`src/hw/lfo_defines.vh`:
```
// constants for the oscillator start-up and output latch block
// How it works
// - after power-on reset, run start-up with the timer output held low
// - start-up lasts 500 master periods, independent of the divide ratio
// - divider-select code is resolved before start-up ends; output waits for it
// - polarity 0, hold low at start-up end: output starts toggling
// - polarity 0, hold high: pulses skipped until hold returns low
// - polarity 1: output low through start-up, high once start-up ends
// - polarity 1, hold high at end: output falls after one master period
// - polarity 1, hold low at end: latch held reset, output stays high
// - master clock divided by 1024 then by the programmable ratio
// - codes 0-7 polarity 0 ratios 8^n; codes 8-15 polarity 1 mirrored
// - hold active high for polarity 0, active low and output inverted for 1
// - code changes filtered, applied within 500 periods, no pulse under one period
`ifndef LFO_DEFINES_VH
`define LFO_DEFINES_VH
`define STARTUP_PERIODS    500
`define MASTER_PERIOD_CYC  1
`define STARTUP_CYCLES     (`STARTUP_PERIODS * `MASTER_PERIOD_CYC)
`define FILTER_CYCLES      16
`define HALF_PRE_SHIFT     5'h9
`define HALF_SHIFT_R0      5'h09
`define HALF_SHIFT_R1      5'h0c
`define HALF_SHIFT_R2      5'h0f
`define HALF_SHIFT_R3      5'h12
`define HALF_SHIFT_R4      5'h15
`define HALF_SHIFT_R5      5'h18
`define HALF_SHIFT_R6      5'h1b
`define HALF_SHIFT_R7      5'h1e
`define CODE_POL_BIT       3
`define DIV_CNT_W          31
`define START_CNT_W        10
`define FILT_CNT_W         5
`endif

```
`src/hw/sync2.v`:
```
// two-flop synchroniser for pin inputs
`timescale 1ns/10ps
module sync2 #(
  parameter WIDTH = 1
) (
  input  wire             clk,
  input  wire             rst_sync_b,
  input  wire [WIDTH-1:0] async_in,
  output wire [WIDTH-1:0] sync_out
);
  reg [WIDTH-1:0] meta_q;
  reg [WIDTH-1:0] sync_q;

  always @(posedge clk or negedge rst_sync_b) begin
    if (!rst_sync_b) begin
      meta_q <= {WIDTH{1'b0}};
      sync_q <= {WIDTH{1'b0}};
    end else begin
      meta_q <= async_in;
      sync_q <= meta_q;
    end
  end

  assign sync_out = sync_q;
endmodule

```
`src/hw/lfo_startup.v`:
```
// start-up sequencer, divider and output latch of the low-frequency oscillator
`timescale 1ns/10ps
`include "lfo_defines.vh"
module lfo_startup #(
  parameter STARTUP_CYC = `STARTUP_CYCLES,
  parameter FILTER_CYC  = `FILTER_CYCLES
) (
  input  wire       clk,
  input  wire       rst_b,
  input  wire [3:0] divider_select_code,
  input  wire       hold_in,
  output wire       timer_out,
  output wire       startup_done
);
  localparam ST_START = 1'b0;
  localparam ST_RUN   = 1'b1;

  reg                    rst_meta_q;
  reg                    rst_sync_q;
  wire                   rst_sync_b;
  wire [3:0]             code_s;
  wire                   hold_s;
  reg                    state_q;
  reg                    state_d;
  reg  [`START_CNT_W-1:0] start_cnt_d;
  wire                   start_full;
  wire                   settled;
  reg                    out_d;
  reg  [`START_CNT_W-1:0] start_cnt_q;
  reg  [3:0]             cand_code_q;
  reg  [`FILT_CNT_W-1:0] filt_cnt_q;
  reg  [3:0]             code_q;
  reg                    code_known_q;
  reg  [`DIV_CNT_W-1:0]  div_cnt_q;
  reg                    latch_q;
  reg                    out_q;
  wire                   output_polarity_select;
  wire [2:0]             ratio_idx;
  reg  [4:0]             half_shift;
  wire [`DIV_CNT_W-1:0]  half_term;
  wire                   hold_active;
  wire                   tick;
  wire                   start_end;

  // reset released through two flops
  always @(posedge clk or negedge rst_b) begin
    if (!rst_b) begin
      rst_meta_q <= 1'b0;
      rst_sync_q <= 1'b0;
    end else begin
      rst_meta_q <= 1'b1;
      rst_sync_q <= rst_meta_q;
    end
  end
  assign rst_sync_b = rst_sync_q;

  sync2 #(.WIDTH(5)) u_sync (
    .clk        (clk),
    .rst_sync_b (rst_sync_b),
    .async_in   ({hold_in, divider_select_code}),
    .sync_out   ({hold_s, code_s})
  );

  // digital filter: any change restarts the settle count
  always @(posedge clk or negedge rst_sync_b) begin
    if (!rst_sync_b) begin
      cand_code_q <= 4'h0;
      filt_cnt_q  <= {`FILT_CNT_W{1'b0}};
    end else if (code_s != cand_code_q) begin
      cand_code_q <= code_s;
      filt_cnt_q  <= {`FILT_CNT_W{1'b0}};
    end else if (!settled) begin
      filt_cnt_q <= filt_cnt_q + 1'b1;
    end
  end

  // settle count is far shorter than start-up, so the code is known in time
  assign settled = (code_s == cand_code_q) &&
                   (filt_cnt_q == FILTER_CYC[`FILT_CNT_W-1:0] - 1'b1);

  // applied code only moves once the candidate has settled
  always @(posedge clk or negedge rst_sync_b) begin
    if (!rst_sync_b) begin
      code_q <= 4'h0;
    end else if (settled) begin
      code_q <= cand_code_q;
    end
  end

  // known flag stays set until the next power-on reset
  always @(posedge clk or negedge rst_sync_b) begin
    if (!rst_sync_b) begin
      code_known_q <= 1'b0;
    end else if (settled) begin
      code_known_q <= 1'b1;
    end
  end

  // polarity and ratio index; upper half mirrors the lower
  assign output_polarity_select        = code_q[`CODE_POL_BIT];
  assign ratio_idx  = output_polarity_select ? ~code_q[2:0] : code_q[2:0];
  // half output period = 512 * 8^idx master periods
  // a table instead of arithmetic keeps the shift width obvious
  always @* begin
    case (ratio_idx)
      3'h0: begin
        half_shift = `HALF_SHIFT_R0;
      end
      3'h1: begin
        half_shift = `HALF_SHIFT_R1;
      end
      3'h2: begin
        half_shift = `HALF_SHIFT_R2;
      end
      3'h3: begin
        half_shift = `HALF_SHIFT_R3;
      end
      3'h4: begin
        half_shift = `HALF_SHIFT_R4;
      end
      3'h5: begin
        half_shift = `HALF_SHIFT_R5;
      end
      3'h6: begin
        half_shift = `HALF_SHIFT_R6;
      end
      3'h7: begin
        half_shift = `HALF_SHIFT_R7;
      end
      default: begin
        half_shift = `HALF_SHIFT_R0;
      end
    endcase
  end
  assign half_term  = ({{(`DIV_CNT_W-1){1'b0}}, 1'b1} << half_shift) - 1'b1;
  // >= so a shorter new ratio wraps at once instead of running to overflow
  assign tick       = (div_cnt_q >= half_term);
  assign hold_active = output_polarity_select ? ~hold_s : hold_s;
  assign start_full = (start_cnt_q == STARTUP_CYC[`START_CNT_W-1:0] - 1'b1);
  assign start_end  = start_full && code_known_q;

  // start-up counter; stretches if the code has not settled yet
  always @* begin
    state_d     = state_q;
    start_cnt_d = start_cnt_q;
    case (state_q)
      ST_START: begin
        if (start_end) begin
          state_d = ST_RUN;
        end else if (!start_full) begin
          start_cnt_d = start_cnt_q + 1'b1;
        end
      end
      ST_RUN: begin
        state_d = ST_RUN;
      end
      default: begin
        state_d = ST_START;
      end
    endcase
  end

  always @(posedge clk or negedge rst_sync_b) begin
    if (!rst_sync_b) begin
      state_q     <= ST_START;
      start_cnt_q <= {`START_CNT_W{1'b0}};
    end else begin
      state_q     <= state_d;
      start_cnt_q <= start_cnt_d;
    end
  end

  // divider keeps running under hold so output phase never shifts
  always @(posedge clk or negedge rst_sync_b) begin
    if (!rst_sync_b) begin
      div_cnt_q <= {`DIV_CNT_W{1'b0}};
    end else if (state_q == ST_START) begin
      // preload so the first edge comes one master period after start-up
      div_cnt_q <= {`DIV_CNT_W{1'b1}};
    end else if (tick) begin
      div_cnt_q <= {`DIV_CNT_W{1'b0}};
    end else begin
      div_cnt_q <= div_cnt_q + 1'b1;
    end
  end

  // output latch: hold wins over a divider tick in the same cycle
  always @(posedge clk or negedge rst_sync_b) begin
    if (!rst_sync_b) begin
      latch_q <= 1'b0;
    end else if (state_q == ST_START) begin
      latch_q <= 1'b0;
    end else if (hold_active) begin
      latch_q <= 1'b0;
    end else if (tick) begin
      latch_q <= ~latch_q;
    end
  end

  // low through start-up whatever the polarity
  always @* begin
    case (state_q)
      ST_RUN: begin
        out_d = latch_q ^ output_polarity_select;
      end
      default: begin
        out_d = 1'b0;
      end
    endcase
  end

  // registered so the pin never shows a decode glitch
  always @(posedge clk or negedge rst_sync_b) begin
    if (!rst_sync_b) begin
      out_q <= 1'b0;
    end else begin
      out_q <= out_d;
    end
  end

  assign timer_out    = out_q;
  assign startup_done = state_q;
endmodule

```
`config.mk`:
```
export PLATFORM = sky130hd
export DESIGN_NAME = lfo_startup
export DESIGN_NICKNAME = d
export VERILOG_FILES = /design/src/hw/sync2.v /design/src/hw/lfo_startup.v
export VERILOG_INCLUDE_DIRS = /design/src /design/src/hw
export SDC_FILE = /design/constraint.sdc
export NUM_CORES = 1
export LEC_CHECK = 0
export BUFFER_PORTS_ARGS = -buffer_cell sky130_fd_sc_hd__buf_2
export CAP_MARGIN = 10
export CORE_UTILIZATION = 40
export CTS_BUF_LIST = sky130_fd_sc_hd__clkbuf_8
export DETAILED_ROUTE_END_ITERATION = 10
export PLACE_DENSITY = 0.55
export SLEW_MARGIN = 20
export SYNTH_ARGS = -nofsm -noshare
export SYNTH_HDL_FRONTEND = slang
export SYNTH_SLANG_ARGS = --single-unit
```
`constraint.sdc`:
```
create_clock -name clk -period 2.92 [get_ports clk]
set_input_delay 0.146 -clock clk [delete_from_list [all_inputs] [get_ports clk]]
set_output_delay 0.146 -clock clk [all_outputs]
set_load 0.02 [all_outputs]
```
==> results.yml, run 1 <==
hold_path:
  hold_class: "in -> async"
grt:
  grt_overflow_total: 0
  grt_pass1_wl_um: 15600
  grt_use_met2_pct: 27.9
  grt_pass1_vias: 3232
  met1_usage_pct: 24.2
  top_usage_layer: "met2"
  antenna_found_initial: 0
  use_met3_pct: 3.71
  grt_max_degree: 69
  grtUsageTotal_pct: 17.6
sta:
  clock_skew_ns: 0.0119
  worst-slew-pin-transition_ns: 0.867
  finalSetupViolations: 32
  min_period_over_period_pct: 126
  whs_ns: 0.107
  setup_slack_ns: -0.752
  period_needed_ns: 3.67
  rsz0062_at_grt: "true"
  fmax_mhz: 272
  report.final.slew_viol_count: 0
  fin_setup_tns_ns: -22.59
  hold_viol_final: 0
  relSlewSlack_pct: 42.2
clock_tree:
  clkTransAtPathRegs_ns: 0.08
  h-tree-depth: 3
  cts_buffer_depth: 2
  cts_buffers: 9
  root_buffer: "clkbuf_8"
  clock_sinks: 70
  cts_tree: "done"
  insertion_delay_ns: 0.35
floorplan:
  core.rowCount: 37
  start_util_pct: 41.4
  dieArea_um2: 11200
  die_y_um: 106
  core-area_um2: 10400
  pin_count: 9
  die_w_um: 106
layout:
  antenna_cells: 0
  post-route-util_pct: 50.4
  fin_nets: 544
  instances_no_fill: 640
  final_layout_size_suffix_gt1_share_pct: 23.2
  area_delta_synth_final_pct: 21.7
job:
  maxCapViolations: 0
power_and_ir_drop:
  total_power_uw: 1900
  p_leak_uw: 0.00230
  peakVddDrop_v: 0.000286
  cellPowerDensity_nw_per_um2: 365
drt:
  wire_per_inst_um: 14.2
  wirelength_um: 9080
  viasPerCell: 5.19
  drtIter0Drc: 123
  drcViolationCount: 0
  firstDrtPassIters: 4
  vias: 3323
  ant_nets: 0
synth:
  synth-main-ff-cell: "dfrtp_1"
  syn_inst: 445
  ys_ff_latch: 70
  synth_area_um2: 4290
  synth-seq-area-share_pct: 40.8
  synth_edf_count: 0
  syn_area_per_cell_um2: 9.65
  yosysWarnings: 0
  async_reset_ff_share_pct: 100
  ys_types: 52
critical_path:
  cp_slowest_cell: "dfrtp_2"
  r2r_end: "latch_q"
  crit_arrival_ns: 3.94
  ff2ff_path_depth: 16
  crit_type: "reg -> reg"
  reg2reg_slack_ns: -0.75
  critPathLaunchType: "flip-flop"
  end_kind: "flip-flop"
  crit_family: "compound AO/OA/AOI/OAI gates"
  cp_num_cells: 16
  required_ns: 3.19
  worstPathCellList: "xor2_4 -> ha_4 -> buf_4 -> nor2b_1 -> o211ai_1 -> o2111ai_2 -> nor2_4 -> o2111ai_2 -> xnor2_1 -> ha_1 -> and3_4 -> nand4_1 -> buf_4 -> o41ai_4 -> buf_6 -> mux2i_1"
  slowest_delay_ns: 0.48
  cp_max_fo: 12
  crit_path_end: "latch_q"
  reg2reg_from: "code_q[3]"
  crit_buf_inv: 3
  startpoint: "code_q[3]"
placed_design:
  post-dp-hpwl_um: 6560
  gp_congestion: 0.803
  port_buffers: 8
  dpl.cell_count: 616
status:
  status: "finished, violations left"
  violations: "negative setup slack"
## cell families (layout without fill, tap and decap cells)
logic type | after synthesis | in the layout | share of synthesized area (%)
AO/OA/AOI/OAI | 84 | 84 | 12.2
XOR/XNOR | 60 | 60 | 12.2
flip-flops | 70 | 70 | 40.8
buffers and inverters | 38 | 95 | 3.99
AND/OR/NAND/NOR | 147 | 147 | 17.8
adder cells (fa/ha/maj) | 38 | 38 | 11.1
other | 1 | 3 | 0.0873
multiplexers | 7 | 7 | 1.78
## layout make-up
cell class	count	area, um^2
fill	999	5140
multi-input combinational	339	2520
sequential	70	1760
timing repair buffer	66	510
tap	136	170
clock buffer	9	124
clock inverter	7	97.6
inverter	13	48.8
## power by group
group	total, uW	switching [uW]	internal [uW]
clock	871	387	484
sequential	987	5.91	981
combinational	47.2	29.4	17.8
total	1900	422	1480
## per-layer routing
layer  routed length (um)  vias up
met4                  134        0
met2                 4170       35
li1                     -     1660
met1                 4560     1620
met5                    0        -
met3                  211        8
## worst min-delay path by stage
stage,from,endpoint,cells past startpoint
global route,rst_b,rst_sync_b,2
finish,rst_b,rst_meta_q,2
global placement,rst_b,rst_meta_q,1
CTS,rst_b,rst_sync_b,2
detailed placement,rst_b,rst_meta_q,1
floorplan,rst_b,rst_meta_q,0
## placed cells by master (no fill, tap or decap), types with 6 or more instances in the layout
cell type	count
nand4_1	13
buf_2	8
and3_1	13
inv_1	11
o21ai_1	30
ha_1	35
buf_4	49
xor2_1	23
nor2_1	25
dlygate4sd3_1	6
nand2_1	38
xnor2_1	34
a21oi_1	10
clkbuf_8	9
nand3_1	18
dfrtp_1	66
o21ai_0	8
## state kept, by name (all words and copies together) (netlist names)
| name | flops |
|---|---|
| code_known_q | 1 |
| latch_q | 1 |
| rst_sync_b | 1 |
| div_cnt_q | 31 |
| start_cnt_q | 10 |
| cand_code_q | 4 |
| u_sync.sync_out | 5 |
| filt_cnt_q | 5 |
| rst_meta_q | 1 |
| timer_out | 1 |
| code_q | 4 |
| u_sync.meta_q | 5 |
| startup_done | 1 |
## per-stage QoR
step | setup WS (ns) | cell area [um^2]
final | -0.752 | 5230
after global routing | -1.00 | 5230
after CTS | -0.790 | 5190
after detailed placement | -0.889 | 4870
after global placement | -0.756 | 4870
after floorplan | -0.620 | 4420
## Yosys cell counts, drive strengths merged, types with 4 or more instances
library cell | count | share of area (%)
ha | 38 | 11
nand3 | 19 | 2.2
dfrtp | 70 | 41
a211oi | 4 | 0.70
xnor2 | 34 | 6.9
nand4 | 13 | 1.9
xor2 | 26 | 5.3
a31oi | 5 | 0.73
nor2 | 28 | 2.4
clkbuf | 17 | 1.5
nor3 | 9 | 1.4
and2 | 4 | 0.58
o21ai | 42 | 4.9
and3 | 14 | 2.0
o21a | 5 | 0.87
nand2b | 5 | 0.73
buf | 8 | 1.4
mux2 | 5 | 1.3
nand2 | 38 | 3.3
inv | 13 | 1.1
a21oi | 11 | 1.3
## timing repair
action                                 in CTS  in global routing
pin swaps                                   1                  4
endpoints found under the hold margin       7                  0
setup endpoints to repair                  32                 32
resized for setup                          10                  7
hold buffers                                6                  0
buffers inserted                            1                  1
gates cloned                                0                  0
Note: power is estimated with default switching activity, not from simulation.
==> run 2: changes to the inputs <==
--- a/config.mk
+++ b/config.mk
@@ -8,6 +8,7 @@
 export LEC_CHECK = 0
 export BUFFER_PORTS_ARGS = -buffer_cell sky130_fd_sc_hd__buf_2
 export CAP_MARGIN = 10
+export CORE_ASPECT_RATIO = 2
 export CORE_UTILIZATION = 40
 export CTS_BUF_LIST = sky130_fd_sc_hd__clkbuf_8
 export DETAILED_ROUTE_END_ITERATION = 10
==> run 2 against run 1 <==
The flow still finishes with violations (negative setup slack); sequential share of layout area decreased by 0.71 points; routed wire length rose by 13%; maximum frequency fell by 0.62%; sequential power about the same; largest power group unchanged; register-to-register slack got worse by 0.02 ns; non-clock buffer count increased by 7.
==> results.yml, run 2 (synthesized netlist as in run 1, its figures left out) <==
drt:
  viasPerCell: 5.26
  ant_nets: 0
  vias: 3409
  drcViolationCount: 0
  wire_per_inst_um: 15.8
  wirelength_um: 10200
  drtIter0Drc: 64
  firstDrtPassIters: 4
critical_path:
  startpoint: "code_q[3]"
  cp_max_fo: 7
  cp_num_cells: 19
  cp_slowest_cell: "dfrtp_2"
  crit_type: "reg -> reg"
  r2r_end: "latch_q"
  reg2reg_slack_ns: -0.77
  cpMostUsedCell: "buf_6"
  slowest_delay_ns: 0.48
  reg2reg_from: "code_q[3]"
  crit_buf_inv: 4
  end_kind: "flip-flop"
  required_ns: 3.16
  ff2ff_path_depth: 19
  crit_path_end: "latch_q"
  critPathLaunchType: "flip-flop"
  crit_family: "compound AO/OA/AOI/OAI gates"
  worstPathCellList: "xor2_4 -> inv_2 -> ha_2 -> nor2_1 -> a2111o_1 -> o2111ai_2 -> nor2_4 -> and3_1 -> o21a_1 -> ha_1 -> and3_4 -> nand4_1 -> buf_4 -> o21ai_1 -> a211oi_2 -> o41ai_4 -> buf_6 -> buf_6 -> mux2i_1"
  crit_arrival_ns: 3.93
placed_design:
  dpl.cell_count: 617
  pre_cts_ws_ns: -0.857
  postPlaceCellArea_um2: 4870
  gp_congestion: 0.883
  port_buffers: 8
  post-dp-hpwl_um: 7530
sta:
  report.final.slew_viol_count: 0
  hold_viol_final: 0
  relSlewSlack_pct: 64.1
  finalSetupViolations: 32
  fmax_mhz: 271
  period_needed_ns: 3.69
  rsz0062_at_grt: "true"
  min_period_over_period_pct: 127
  clock_skew_ns: 0.00934
  setup_slack_ns: -0.775
  worst-slew-pin-transition_ns: 0.536
grt:
  grt_pass1_wl_um: 17400
  grtUsageTotal_pct: 21.3
  grt_overflow_total: 0
  antenna_found_initial: 0
  grt_max_degree: 61
  grt_pass1_vias: 3728
layout:
  instances_no_fill: 648
  antenna_cells: 0
  layout_common_cells: "dfrtp_1, buf_4, nand2_1"
  fin_nets: 551
  fillers: 1026
  final_common_cell: "dfrtp_1"
  reg.largest.list: "div_cnt_q: 31 flops, start_cnt_q: 10 flops"
  regMostFlops: "div_cnt_q"
  seqCellArea_um2: 1760
  final_area_um2: 5340
  multi_input_area_um2: 2550
  largest_reg_flops: 31
  final_layout_size_suffix_gt1_share_pct: 25.6
  area_delta_synth_final_pct: 24.3
floorplan:
  start_util_pct: 41.0
  die_w_um: 75.3
  die_y_um: 149
  core-area_um2: 10500
  dieArea_um2: 11200
  pin_count: 9
  core.rowCount: 53
hold_path:
  hold_class: "reg -> async"
power_and_ir_drop:
  p_int_uw: 1500
  comb_power_share_pct: 2.5
  power_frac_seq_pct: 51.9
  switching_share_pct: 21.2
  clock_power_share_pct: 45.5
  cellPowerDensity_nw_per_um2: 357
  peakVddDrop_v: 0.000401
  p_switching_uw: 405
  p_leak_uw: 0.00234
job:
  maxCapViolations: 0
clock_tree:
  cts_buffer_depth: 2
  clock_sinks: 70
  root_buffer: "clkbuf_8"
  insertion_delay_ns: 0.35
  clkTransAtPathRegs_ns: 0.08
  h-tree-depth: 3
  cts_tree: "done"
  cts_buffers: 9
status:
  violations: "negative setup slack"
  status: "finished, violations left"
run 2: changes by cell type in the layout (fill, tap and decap cells not counted), sizes merged:
| cell | previous run | this run |
|---|---|---|
| clkbuf | 9 | 10 |
| clkinvlp | 1 | 2 |
| inv | 15 | 13 |
| buf | 60 | 67 |
run 2: through the flow:
stage	hold WS [ns]	power (uW)	setup TNS (ns)	utilization, %
after global placement	-0.0675	1050	-26.40	46.5
after floorplan	-0.150	1030	-19.66	-
after detailed placement	-0.0667	1050	-26.62	46.5
after CTS	0.0924	1940	-24.10	50.9
after global routing	0.104	1990	-31.10	50.9
final	0.115	1910	-24.02	50.9
run 2: how the worst min path moves through the flow:
stage | startpoint | to | slack [ns] | cells after the start
2_1_floorplan | rst_b | rst_meta_q | -0.15 | 0
3_3_place_gp | rst_b | rst_meta_q | -0.07 | 1
3_5_place_dp | rst_b | rst_meta_q | -0.07 | 1
4_1_cts | rst_b | rst_sync_b | 0.09 | 2
5_1_grt | rst_b | rst_meta_q | 0.10 | 2
6_report | rst_sync_b | start_cnt_q[8] | 0.11 | 0
run 2: metal layers:
layer	vias to the layer above	track usage, %	routed length, um
met5	-	0	0
met1	1666	21.0	3710
li1	1673	-	-
met2	39	39.6	5890
met4	0	12.8	507
met3	31	3.18	143
run 2: layout make-up:
class / instances / area share, %
Tap cell: 137 / 3.21
Clock buffer: 10 / 2.58
Inverter: 13 / 0.914
Timing Repair Buffer: 73 / 11.0
Clock inverter: 6 / 1.59
Multi-Input combinational cell: 339 / 47.8
Sequential cell: 70 / 32.9
run 2: what timing repair did:
item | 4_1_cts | 5_1_grt
hold buffers | 6 | 0
pin swaps | 21 | 2
cloned | 2 | 0
endpoints found under the setup margin | 32 | 32
endpoints found under the hold margin | 7 | 0
gates resized for setup | 35 | 2
setup buffers | 7 | 0
run 2: power groups by stage:
stage / Combinational (uW) / Clock, uW / Sequential [uW]
6_report: 48.2 / 868 / 990
4_1_cts: 47.8 / 898 / 990
3_5_place_dp: 41.6 / 0 / 1010
5_1_grt: 55.9 / 938 / 991
2_1_floorplan: 17.0 / 0 / 1020
3_3_place_gp: 40.7 / 0 / 1010
==> run 3: changes to the inputs <==
--- a/config.mk
+++ b/config.mk
@@ -16,4 +16,5 @@
 export SLEW_MARGIN = 20
 export SYNTH_ARGS = -nofsm -noshare
 export SYNTH_HDL_FRONTEND = slang
+export SYNTH_HIERARCHICAL = 1
 export SYNTH_SLANG_ARGS = --single-unit
==> run 3 against run 2 <==
The run still ends with negative setup slack left; total power down 2.0%; core utilization fell by 0.98 points; first-iteration DRC count increased by 58%; final area is 5.0% lower; routed wire length decreased by 11%; sequential cell count is the same; critical path type unchanged; highest routed layer unchanged.
==> results.yml, run 3 <==
layout:
  layout_common_cells: "dfrtp_1, buf_4, ha_1"
  final_layout_size_suffix_gt1_share_pct: 21.4
  post-route-util_pct: 50.0
  regMostFlops: "div_cnt_q"
  largest_reg_flops: 31
  fin_nets: 522
  antenna_cells: 0
  reg.largest.list: "div_cnt_q: 31 flops, start_cnt_q: 10 flops"
  area_delta_synth_final_pct: 21.0
  final_common_cell: "dfrtp_1"
critical_path:
  crit_buf_inv: 4
  crit_type: "reg -> reg"
  required_ns: 3.18
  cpMostUsedCell: "buf_4"
  cp_slowest_cell: "dfrtp_2"
  crit_family: "simple AND/OR/NAND/NOR gates"
  worstPathCellList: "xor2_4 -> ha_1 -> buf_4 -> xnor2_1 -> buf_4 -> or3_1 -> a21oi_1 -> a21oi_1 -> ha_1 -> nand4_1 -> nor2_1 -> and2_4 -> buf_4 -> o211ai_1 -> nand4_1 -> buf_12 -> mux2i_1"
  crit_arrival_ns: 3.79
  end_kind: "flip-flop"
  cp_max_fo: 32
  critPathLaunchType: "flip-flop"
  slowest_delay_ns: 0.48
status:
  status: "finished, violations left"
  violations: "negative setup slack"
floorplan:
  dieArea_um2: 10900
  start_util_pct: 41.3
  pin_count: 9
  core.rowCount: 52
  die_w_um: 74.4
  core-area_um2: 10100
  die_y_um: 147
synth:
  synthTopCellsByArea: "dfrtp_1, ha_1, xnor2_1"
  synth-seq-area-share_pct: 41.8
  synth_area_um2: 4190
  syn_area_per_cell_um2: 9.88
  syn_inst: 424
  synth-main-ff-cell: "dfrtp_1"
  synth_top_area_share_pct: 41.8
  async_reset_ff_share_pct: 100
  ys_types: 56
  post-synth-top-area-cell: "dfrtp_1"
  ys_ff_latch: 70
  yosysWarnings: 6
  synth_common_cells: "dfrtp_1, ha_1, o21ai_0"
  synthMostInstantiatedCell: "dfrtp_1"
  synth_edf_count: 0
drt:
  wirelength_um: 9070
  vias: 3234
  firstDrtPassIters: 4
  drtIter0Drc: 101
  viasPerCell: 5.25
  drcViolationCount: 0
  wire_per_inst_um: 14.7
  ant_nets: 0
placed_design:
  port_buffers: 8
  gp_congestion: 0.868
  post-dp-hpwl_um: 7000
power_and_ir_drop:
  total_power_uw: 1870
  peakVddDrop_v: 0.000657
  cellPowerDensity_nw_per_um2: 369
  p_leak_uw: 0.00223
sta:
  hold_viol_final: 0
  min_period_over_period_pct: 121
  rsz0062_at_grt: "true"
  clock_skew_ns: 0.00869
  setup_slack_ns: -0.608
  report.final.slew_viol_count: 0
  finalSetupViolations: 32
  fmax_mhz: 283
  relSlewSlack_pct: 55.1
  worst-slew-pin-transition_ns: 0.673
  period_needed_ns: 3.53
clock_tree:
  cts_buffer_depth: 2
  h-tree-depth: 3
  clkTransAtPathRegs_ns: 0.08
  root_buffer: "clkbuf_8"
  insertion_delay_ns: 0.34
  cts_tree: "done"
  clock_sinks: 70
  cts_buffers: 9
grt:
  grt_pass1_wl_um: 15300
  grt_overflow_total: 0
  grt_pass1_vias: 3284
  antenna_found_initial: 0
  grtUsageTotal_pct: 18.6
  grt_max_degree: 39
hold_path:
  hold_class: "in -> async"
job:
  maxCapViolations: 0
==> run 3: cell types whose count changed after synthesis, moves of 4 or more <==
| cell | previous run | this run |
|---|---|---|
| o21ai_1 | 33 | 3 |
| o21ai_0 | 9 | 37 |
| and3_1 | 14 | 5 |
| nand4_1 | 13 | 19 |
| a21oi_1 | 11 | 16 |
| nand2_1 | 38 | 33 |
| o21a_1 | 5 | 0 |
| buf_2 | 5 | 1 |
| nor2_1 | 28 | 32 |
| xnor2_1 | 34 | 30 |
==> run 3: metrics by stage <==
step                      hold WS (ns)  area [um^2]  worst slack [ns]  setup TNS, ns  instances
final                            0.129         5070            -0.608         -17.57        616
after floorplan                 -0.150         4270            -0.388         -11.97        426
after CTS                       0.0976         5050            -0.650         -20.02        616
after detailed placement       -0.0653         4740            -0.714         -21.70        595
after global placement         -0.0695         4740            -0.618         -19.42        595
after global routing             0.121         5070            -0.831         -24.55        616
==> run 3: layout make-up <==
class	count	area (um^2)
Multi-Input combinational cell	325	2430
Fill cell	961	5080
Clock buffer	9	124
Clock inverter	6	86.3
Inverter	14	57.6
Sequential cell	70	1750
Timing Repair Buffer	57	448
Tap cell	135	169
==> run 3: path summary, 6_finish.rpt <==
path / depth (start not counted) / slack, ns / start / endpoint
worst max-delay path: 17 / -0.61 / code_q[3] / latch_q
worst min-delay path: 2 / 0.13 / rst_b / rst_meta_q
worst max register to register: 17 / -0.61 / code_q[3] / latch_q
worst min register to register: 0 / 0.31 / rst_sync_b / filt_cnt_q[2]
max in group asynchronous: 1 / 1.98 / rst_sync_b / div_cnt_q[29]
min in group clk: 0 / 0.35 / u_sync/meta_q[3] / u_sync/sync_out[3]
==> run 3: cell families after synthesis <==
| group | synth area share (%) |
|---|---|
| AOI/OAI and AO/OA | 10.7 |
| xor gates and xnor gates | 12.5 |
| adders and majority gates | 11.3 |
| buffers and inverters | 3.20 |
| DFF | 41.8 |
| muxes | 3.14 |
| other | 0.0895 |
| and+or+nand+nor | 17.1 |
==> run 3: metal layers <==
| layer | vias up | track usage, % | part of all wire, % |
|---|---|---|---|
| met1 | 1570 | 19.5 | 38 |
| met2 | 53 | 33.2 | 56 |
| li1 | 1586 | - | - |
| met4 | 0 | 10.3 | 4.1 |
| met3 | 25 | 3.50 | 2.1 |
| met5 | - | 0 | 0 |
==> run 3: power breakdown <==
part / switching (uW) / total [uW] / internal [uW] / leakage, uW
clock: 356 / 832 / 476 / 0.000105
combinational: 21.9 / 41.7 / 19.8 / 0.00135
sequential: 14.2 / 995 / 981 / 0.000766
total: 392 / 1870 / 1480 / 0.00223
==> run 3: timing repair <==
| item | CTS | global route |
|---|---|---|
| endpoints found under the hold margin | 7 | 0 |
| resized for setup | 9 | 11 |
| pin swaps | 3 | 4 |
| endpoints found under the setup margin | 32 | 32 |
| buffers inserted | 0 | 0 |
| hold buffers | 6 | 0 |
